==> src/verilog/sew_regs.vh <==
`ifndef SEW_REGS_VH
`define SEW_REGS_VH

// System clock rate in kHz
`define SEW_CLK_KHZ 20000
// Self-timed nonvolatile write time in ms
`define SEW_NVW_TIME_MS 10
// Width of the write-cycle counter
`define SEW_BUSY_W 18

// Device address word layout
`define SEW_DEV_FIXED_BIT 7
`define SEW_DEV_CS_HIGH_BIT 6
`define SEW_DEV_CS_MID_BIT 5
`define SEW_DEV_CS_LOW_BIT 4
`define SEW_DEV_BLOCK_MSB 3
`define SEW_DEV_BLOCK_LSB 1
`define SEW_DEV_RW_BIT 0

// Word sizes
`define SEW_BYTE_W 8
`define SEW_ADDR_W 11
`define SEW_PAGE_BITS 4
`define SEW_ACK_SLOT 4'h8

// Write stream buffer
`define SEW_FIFO_DEPTH 8

`endif

==> src/verilog/sew_eeprom_slave.v <==
`timescale 1ns/100ps
`default_nettype none
`include "sew_regs.vh"


module sew_eeprom_slave #(
  parameter integer WRITE_CYCLES = `SEW_NVW_TIME_MS * `SEW_CLK_KHZ,
  parameter integer FIFO_DEPTH   = `SEW_FIFO_DEPTH
) (
  // Clock and reset
  input  wire                   ref_clk,
  input  wire                   sys_rst,
  // Two-wire bus
  input  wire                   scl_in,
  input  wire                   sda_in,
  output reg                    sda_out,
  output reg                    sda_oe,
  // Chip-select straps
  input  wire                   chip_select_high_pin,
  input  wire                   chip_select_mid_pin,
  input  wire                   chip_select_low_pin,
  // Write stream towards the page latch
  output wire                   wr_valid,
  input  wire                   wr_ready,
  output wire [`SEW_ADDR_W-1:0] wr_addr,
  output wire [`SEW_BYTE_W-1:0] wr_data,
  // Write cycle control
  output reg                    wr_commit,
  output reg                    wr_abort,
  output reg                    busy,
  // Status and hand-over to read logic
  output reg                    standby,
  output reg                    rd_start,
  output reg  [`SEW_ADDR_W-1:0] word_addr
);

  localparam [2:0] ST_IDLE = 3'h0;
  localparam [2:0] ST_DEV  = 3'h1;
  localparam [2:0] ST_WORD = 3'h2;
  localparam [2:0] ST_DATA = 3'h3;
  localparam [2:0] ST_READ = 3'h4;

  localparam integer BW  = `SEW_BUSY_W;
  localparam integer FW  = `SEW_ADDR_W + `SEW_BYTE_W;
  localparam [31:0]  WC  = WRITE_CYCLES;
  // Cut to the counter width; the full write time fits in it
  localparam [BW-1:0] BUSY_LOAD = WC[BW-1:0];

  // Synchronised pins
  wire       scl_s;
  wire       sda_s;
  wire [2:0] cs_s;

  // Pins idle high; reset to that level so no false start follows reset
  sew_sync #(
    .W       (2),
    .RST_VAL (2'h3)
  ) u_bus_sync (
    .ref_clk  (ref_clk),
    .sys_rst  (sys_rst),
    .async_in ({scl_in, sda_in}),
    .sync_out ({scl_s, sda_s})
  );

  sew_sync #(
    .W       (3),
    .RST_VAL (3'h0)
  ) u_cs_sync (
    .ref_clk  (ref_clk),
    .sys_rst  (sys_rst),
    .async_in ({chip_select_high_pin, chip_select_mid_pin,
                chip_select_low_pin}),
    .sync_out (cs_s)
  );

  // Previous sampled levels for edge finding
  reg scl_q;
  reg sda_q;

  always @(posedge ref_clk) begin
    if (sys_rst) begin
      scl_q <= 1'b1;
      sda_q <= 1'b1;
    end else begin
      scl_q <= scl_s;
      sda_q <= sda_s;
    end
  end

  wire scl_rise = scl_s & ~scl_q;
  wire scl_fall = ~scl_s & scl_q;
  wire bus_start = scl_s & scl_q & sda_q & ~sda_s;
  wire bus_stop  = scl_s & scl_q & ~sda_q & sda_s;

  // Address word compare
  function addr_match;
    input [7:0] dev;
    input [2:0] cs;
    begin
      addr_match = dev[`SEW_DEV_FIXED_BIT] &
                   (dev[`SEW_DEV_CS_HIGH_BIT] == cs[2]) &
                   (dev[`SEW_DEV_CS_MID_BIT] == ~cs[1]) &
                   (dev[`SEW_DEV_CS_LOW_BIT] == cs[0]);
    end
  endfunction

  // Protocol state
  reg [2:0]              state;
  reg [3:0]              bit_cnt;
  reg [7:0]              shift;
  reg                    ack_phase;
  reg [2:0]              block;
  reg                    wrote;
  reg [BW-1:0]           busy_cnt;

  wire [7:0] next_shift = {shift[6:0], sda_s};

  // Push of a received data byte into the buffer
  wire fifo_ready;
  reg  push;
  reg  [FW-1:0] push_word;

  // Fall after the eighth bit opens the ack slot; a refused byte parks the
  // counter here until the next start
  wire byte_done = scl_fall & ~ack_phase & (bit_cnt == `SEW_ACK_SLOT);

  always @* begin
    push      = 1'b0;
    push_word = {word_addr, shift};
    if (byte_done && (state == ST_DATA) && fifo_ready) begin
      push = 1'b1;
    end
  end

  // The drain register holds one word on top of the buffer depth
  sew_fifo #(
    .W     (FW),
    .DEPTH (FIFO_DEPTH),
    .AW    (3)
  ) u_fifo (
    .ref_clk   (ref_clk),
    .sys_rst   (sys_rst),
    .in_valid  (push),
    .in_ready  (fifo_ready),
    .in_data   (push_word),
    .out_valid (wr_valid),
    .out_ready (wr_ready),
    .out_data  ({wr_addr, wr_data})
  );

  // Bit counter and shift register
  always @(posedge ref_clk) begin
    if (sys_rst) begin
      bit_cnt <= 4'h0;
      shift   <= 8'h00;
    end else if (bus_start) begin
      bit_cnt <= 4'h0;
    end else if (scl_rise && !ack_phase && bit_cnt != `SEW_ACK_SLOT) begin
      shift   <= next_shift;
      bit_cnt <= bit_cnt + 4'h1;
    end else if (scl_fall && ack_phase) begin
      bit_cnt <= 4'h0;
    end
  end

  // Main protocol sequencer
  always @(posedge ref_clk) begin
    if (sys_rst) begin
      state     <= ST_IDLE;
      ack_phase <= 1'b0;
      sda_oe    <= 1'b0;
      sda_out   <= 1'b0;
      block     <= 3'h0;
      rd_start  <= 1'b0;
    end else begin
      rd_start <= 1'b0;
      if (bus_start) begin
        state     <= ST_DEV;
        ack_phase <= 1'b0;
        sda_oe    <= 1'b0;
      end else if (bus_stop) begin
        state     <= ST_IDLE;
        ack_phase <= 1'b0;
        sda_oe    <= 1'b0;
      end else if (scl_fall && ack_phase) begin
        ack_phase <= 1'b0;
        sda_oe    <= 1'b0;
      end else if (byte_done) begin
        case (state)
          ST_IDLE: begin
            // Bytes meant for other devices are ignored
            state <= ST_IDLE;
          end
          ST_DEV: begin
            if (addr_match(shift, cs_s) && !busy) begin
              ack_phase <= 1'b1;
              sda_oe    <= 1'b1;
              block     <= shift[`SEW_DEV_BLOCK_MSB:`SEW_DEV_BLOCK_LSB];
              if (shift[`SEW_DEV_RW_BIT]) begin
                state    <= ST_READ;
                rd_start <= 1'b1;
              end else begin
                state <= ST_WORD;
              end
            end else begin
              state <= ST_IDLE;
            end
          end
          ST_WORD: begin
            ack_phase <= 1'b1;
            sda_oe    <= 1'b1;
            state     <= ST_DATA;
          end
          ST_DATA: begin
            if (fifo_ready) begin
              ack_phase <= 1'b1;
              sda_oe    <= 1'b1;
            end else begin
              state <= ST_IDLE;
            end
          end
          ST_READ: begin
            // Read data belongs to the read logic; this side only waits
            state <= ST_READ;
          end
          default: begin
            state <= ST_IDLE;
          end
        endcase
      end
    end
  end

  // Word address counter
  // Kept across transfers so the read logic can continue from it
  always @(posedge ref_clk) begin
    if (sys_rst) begin
      word_addr <= {`SEW_ADDR_W{1'b0}};
    end else if (byte_done && state == ST_WORD) begin
      word_addr <= {block, shift};
    end else if (push) begin
      word_addr <= {word_addr[`SEW_ADDR_W-1:`SEW_PAGE_BITS],
                    word_addr[`SEW_PAGE_BITS-1:0] + 4'h1};
    end
  end

  // Tracks whether the current write sequence holds data
  always @(posedge ref_clk) begin
    if (sys_rst) begin
      wrote     <= 1'b0;
      wr_commit <= 1'b0;
      wr_abort  <= 1'b0;
    end else begin
      wr_commit <= 1'b0;
      wr_abort  <= 1'b0;
      if (bus_stop && wrote) begin
        wr_commit <= 1'b1;
        wrote     <= 1'b0;
      end else if (bus_start && wrote) begin
        // A restart drops the partly received page
        wr_abort <= 1'b1;
        wrote    <= 1'b0;
      end else if (push) begin
        wrote <= 1'b1;
      end
    end
  end

  // Self-timed write cycle
  always @(posedge ref_clk) begin
    if (sys_rst) begin
      busy     <= 1'b0;
      busy_cnt <= {BW{1'b0}};
    end else if (bus_stop && wrote) begin
      busy     <= 1'b1;
      busy_cnt <= BUSY_LOAD;
    end else if (busy) begin
      // Polls stay refused until the count runs out
      busy_cnt <= busy_cnt - 1'b1;
      if (busy_cnt == {{(BW-1){1'b0}}, 1'b1}) begin
        busy <= 1'b0;
      end
    end
  end

  // Standby once idle and no write cycle pending
  // A start, or a stop that ends a write, seen this cycle already counts as bus activity
  always @(posedge ref_clk) begin
    if (sys_rst) begin
      standby <= 1'b1;
    end else begin
      standby <= (state == ST_IDLE) & ~busy & ~(bus_stop & wrote) &
                 ~bus_start;
    end
  end

endmodule // sew_eeprom_slave

`default_nettype wire

==> src/verilog/sew_fifo.v <==
`timescale 1ns/100ps
`default_nettype none

module sew_fifo #(
  parameter integer W     = 19,
  parameter integer DEPTH = 8,
  parameter integer AW    = 3
) (
  // Clock and reset
  input  wire         ref_clk,
  input  wire         sys_rst,
  // Fill side
  input  wire         in_valid,
  output wire         in_ready,
  input  wire [W-1:0] in_data,
  // Drain side, registered
  output reg          out_valid,
  input  wire         out_ready,
  output reg  [W-1:0] out_data
);

  localparam [AW:0] DEPTH_C = DEPTH[AW:0];

  reg [W-1:0]  mem [0:DEPTH-1];
  reg [AW-1:0] wr_ptr;
  reg [AW-1:0] rd_ptr;
  reg [AW:0]   count;

  wire push = in_valid & in_ready;
  // Refill the output stage when it is empty or being taken
  wire pop  = (count != {(AW+1){1'b0}}) & (~out_valid | out_ready);

  assign in_ready = (count != DEPTH_C);

  always @(posedge ref_clk) begin
    if (push) begin
      mem[wr_ptr] <= in_data;
    end
  end

  always @(posedge ref_clk) begin
    if (sys_rst) begin
      wr_ptr    <= {AW{1'b0}};
      rd_ptr    <= {AW{1'b0}};
      count     <= {(AW+1){1'b0}};
      out_valid <= 1'b0;
      out_data  <= {W{1'b0}};
    end else begin
      if (push) begin
        wr_ptr <= wr_ptr + 1'b1;
      end
      if (pop) begin
        rd_ptr   <= rd_ptr + 1'b1;
        out_data <= mem[rd_ptr];
      end
      if (push & ~pop) begin
        count <= count + 1'b1;
      end else if (pop & ~push) begin
        count <= count - 1'b1;
      end
      if (pop) begin
        out_valid <= 1'b1;
      end else if (out_ready) begin
        out_valid <= 1'b0;
      end
    end
  end

endmodule // sew_fifo

`default_nettype wire

==> src/verilog/sew_sync.v <==
`timescale 1ns/100ps
`default_nettype none

module sew_sync #(
  parameter integer W       = 1,
  parameter [W-1:0] RST_VAL = {W{1'b0}}
) (
  // Clock and reset
  input  wire         ref_clk,
  input  wire         sys_rst,
  // Asynchronous levels in, synchronised levels out
  input  wire [W-1:0] async_in,
  output reg  [W-1:0] sync_out
);

  reg [W-1:0] meta;

  always @(posedge ref_clk) begin
    if (sys_rst) begin
      meta     <= RST_VAL;
      sync_out <= RST_VAL;
    end else begin
      meta     <= async_in;
      sync_out <= meta;
    end
  end

endmodule // sew_sync

`default_nettype wire
==> config.mk <==
export PLATFORM = sky130hd
export DESIGN_NAME = sew_eeprom_slave
export DESIGN_NICKNAME = d
export VERILOG_FILES = /design/src/verilog/sew_eeprom_slave.v /design/src/verilog/sew_fifo.v /design/src/verilog/sew_sync.v
export VERILOG_INCLUDE_DIRS = /design/src /design/src/verilog
export SDC_FILE = /design/constraint.sdc
export NUM_CORES = 1
export LEC_CHECK = 0
export BUFFER_PORTS_ARGS = -buffer_cell sky130_fd_sc_hd__buf_4
export CAP_MARGIN = 20
export CORE_MARGIN = 1
export CORE_UTILIZATION = 45
export CTS_CLUSTER_DIAMETER = 100
export CTS_CLUSTER_SIZE = 14
export DETAILED_ROUTE_END_ITERATION = 10
export PLACE_DENSITY = 0.72
export SLEW_MARGIN = 10
export SYNTH_ARGS = -nofsm -noshare
export SYNTH_HDL_FRONTEND = slang
export SYNTH_SLANG_ARGS = --single-unit
==> constraint.sdc <==
create_clock -name ref_clk -period 10.11 [get_ports ref_clk]
set_input_delay 0.5055 -clock ref_clk [delete_from_list [all_inputs] [get_ports ref_clk]]
set_output_delay 0.5055 -clock ref_clk [all_outputs]
set_load 0.1 [all_outputs]
==> results.yml <==
global_route:
  grt_util_met1_pct: 22.6
  groute.usage.overall_pct: 17.7
  grt_start_max_net_pins: 76
  gr-usage-met3_pct: 3.15
  grt_pass1_vias: 5633
  antenna_violations_before_repair: 0
  grt_pass1_wl_um: 30100
  top_usage_layer: "met2"
  grt_util_met2_pct: 30.7
  grt_overflow: 0
route:
  vias_per_cell: 5.63
  route.detailed.drc: 0
  avgRoutedWirePerCell_um: 19.3
  drt_wl_total_um: 19200
  via_count: 5586
  drt_pre_antenna_iters: 4
  drt_iter0_drc: 377
  antenna_violating_nets_post_route: 0
sta:
  timing.final.hold_violations: 0
  slew-limit-headroom_pct: 30.9
  final.period_utilization_pct: 33.7
  rsz0062_at_grt: "no"
  max_slew.worst_pin.slew_ns: 1.03
  tns_ns: 0
  finalWorstSetupSlack_ns: 6.70
  finalMaxSlewViolations: 0
  finalSetupViolCount: 0
  fmaxAchievable_mhz: 293
  clock_skew_ns: 0.00982
  fin_crit_ns: 3.41
logic_synthesis:
  seq_area_frac_synth_pct: 66.6
  synth.lib_cells_used.distinct: 55
  netlist.top_cell.by_area: "edfxtp_1"
  synthMostInstantiatedCell: "edfxtp_1"
  synth_edf_count: 152
  dominant_cells_by_area_after_synthesis: "edfxtp_1, dfxtp_1, mux4_2"
  netlist_instances: 667
  yosys_most_used_dff: "edfxtp_1"
  synth-async-reset-ratio_pct: 0
  avgSynthCellArea_um2: 14.6
  ys_top_cells_by_count: "edfxtp_1, dfxtp_1, nor2_1"
  ys_ff_latch: 248
  netlist.area_leader.share_pct: 46.9
  synth_warnings: 0
  post_synth_instance_area_um2: 9730
  post_synthesis_net_count: 686
cells_and_area:
  final_util_pct: 52.0
  nets: 726
  area_growth_pct: 12.7
  fin_cells: 993
  post-route-cell-area_um2: 11000
  antenna_cells_inserted: 0
  drive_above_1_share_pct: 20.1
pwr:
  internal_power_uw: 1770
  net-switching-power_uw: 906
  power-per-cell-area_nw_per_um2: 244
  clkPwrFrac_pct: 27.5
  reg_power_share_pct: 43.6
  irDropWorstVdd_v: 0.000118
  p_leak_uw: 0.00373
  comb_pwr_share_pct: 28.9
  p_sw_share_pct: 33.8
clocking:
  numCtsBuffers: 21
  cts.path.max_buffers: 3
  htree_num_levels: 1
  postCtsSetupRepairBufs: 0
  clkSinkCount: 248
  cts_tree: "built"
  cts.root.buffer_cell: "clkbuf_16"
  cts-resized-gates: 0
  clk_latency_ns: 0.50
  clkTransAtPathRegs_ns: 0.07
  hold_buf_cts: 0
run:
  max_cap_violations: 0
critical_path:
  criticalPathCategory: "reg2reg"
  cp-endpoint: "u_fifo.count[3]"
  worstPathBufferInverterCount: 2
  worstSetupStartpoint: "u_fifo.count[0]"
  critPathLaunchType: "flip-flop"
  critPathArrivalTime_ns: 3.80
  timing.critical_path.slowest_stage_cell: "nor4_1"
  crit_path_cell_trace: "nor4_1 -> nor2b_4 -> inv_1 -> ha_1 -> inv_1 -> ha_1 -> a21o_1 -> a21oi_1 -> mux2i_1 -> mux2_2"
  timing.rr.end: "u_fifo.count[3]"
  reg2reg_slack_ns: 6.70
  required_ns: 10.50
  critPathMaxFanout: 41
  slowest_delay_ns: 0.81
  r2r.worst_path.cells: 10
  timing.critical_path.depth: 10
  timing.critical_path.max_delay_family: "simple AND/OR/NAND/NOR gates"
  worstReg2RegStart: "u_fifo.count[0]"
  worstSetupEndpointType: "flip-flop"
floorplanning:
  dieWidth_um: 149
  core_area_um2: 21100
  design.die.area_um2: 22200
  initial_utilization_pct: 46.1
  die_h_um: 149
  ioPinCount: 46
  fp-row-count: 53
place:
  gp_routability_congestion: 0.879
  detailed_place.area_um2: 10400
  dp_slack_ns: 6.65
  dp.final_hpwl_um: 11400
  dp.cells: 959
  port_buffers: 44
worst_hold_path:
  hold_class: "in2reg"
  worst_hold_startpoint: "sda_in"
status:
  run_status: "complete, no violations"
flip-flops by register name, summed over array words and instances (netlist names), 4 cells and up:
name             count
word_addr           11
busy_cnt            18
bit_cnt              4
shift                8
u_fifo.out_data     19
u_fifo.count         4
u_fifo.mem         152
power groups by stage:
stage / registers, µW / clock network, µW / logic, µW
2_1_floorplan: 1450 / 0 / 361
3_3_place_gp: 1190 / 0 / 766
3_5_place_dp: 1190 / 0 / 780
4_1_cts: 1170 / 751 / 785
5_1_grt: 1170 / 791 / 828
6_report: 1170 / 736 / 773
how the worst min path moves through the flow:
| stage | end | slack [ns] | cells past startpoint |
|---|---|---|---|
| final | u_bus_sync.meta[0] | 0.19 | 2 |
| after global routing | u_bus_sync.meta[1] | 0.18 | 2 |
| after CTS | u_bus_sync.meta[0] | 0.18 | 2 |
| after detailed placement | u_bus_sync.sync_out[0] | 0.39 | 1 |
| after global placement | u_bus_sync.sync_out[0] | 0.39 | 1 |
| after floorplan | u_bus_sync.sync_out[0] | 0.39 | 1 |
routing by layer:
metal | share of wire [%] | vias to the layer above
met1 | 42 | 2793
met5 | 0 | -
met2 | 50 | 146
li1 | - | 2606
met3 | 5.2 | 41
met4 | 2.4 | 0
kinds of logic after synthesis:
| logic type | after synthesis | share of synthesized area (%) |
|---|---|---|
| XOR/XNOR | 20 | 1.80 |
| adder cells (fa/ha/maj) | 11 | 1.49 |
| buffers and inverters | 52 | 2.29 |
| AO/OA/AOI/OAI | 86 | 5.85 |
| other | 1 | 0.0385 |
| AND/OR/NAND/NOR | 181 | 9.99 |
| multiplexers | 68 | 11.9 |
| flip-flops | 248 | 66.6 |
worst register-to-register path, stage by stage, from the launching register on:
cell and delay, ns:
dfxtp_1 0.38, nor4_1 0.81, nor2b_4 0.39, inv_1 0.18, ha_1 0.18, inv_1 0.10
ha_1 0.31, a21o_1 0.18, a21oi_1 0.19, mux2i_1 0.23, mux2_2 0.35
per-stage QoR:
stage	hold slack [ns]	power [µW]
2_1_floorplan	0.389	1810
3_3_place_gp	0.392	1950
3_5_place_dp	0.393	1970
4_1_cts	0.175	2700
5_1_grt	0.180	2790
6_report	0.190	2680
layout by cell type (no fill, tap or decap), drive strengths merged, types with 2 or more instances in the layout:
| cell | n |
|---|---|
| a211oi | 21 |
| a21oi | 32 |
| a311oi | 4 |
| a31oi | 3 |
| and2 | 2 |
| and3 | 2 |
| and3b | 2 |
| buf | 55 |
| clkbuf | 33 |
| dfxtp | 96 |
| edfxtp | 152 |
| ha | 10 |
| inv | 15 |
| mux2i | 29 |
| mux4 | 38 |
| nand2 | 22 |
| nand2b | 3 |
| nand3 | 21 |
| nand3b | 3 |
| nand4 | 3 |
| nand4b | 5 |
| nor2 | 59 |
| nor2b | 8 |
| nor3 | 9 |
| nor3b | 3 |
| nor4 | 3 |
| nor4b | 5 |
| o211ai | 2 |
| o21ai | 11 |
| o31ai | 8 |
| or2 | 11 |
| or3 | 8 |
| or4 | 9 |
| xnor2 | 10 |
| xor2 | 10 |
cell type report:
cell class	instances	area (µm²)
fillers	1728	10100
flip-flops and latches	248	6490
multi-input cells	367	3070
clock buffers	33	592
repair buffers	55	413
well taps	275	344
inverters	14	52.6
clock inverters	1	8.76
Power figures use the tool's default switching activity.
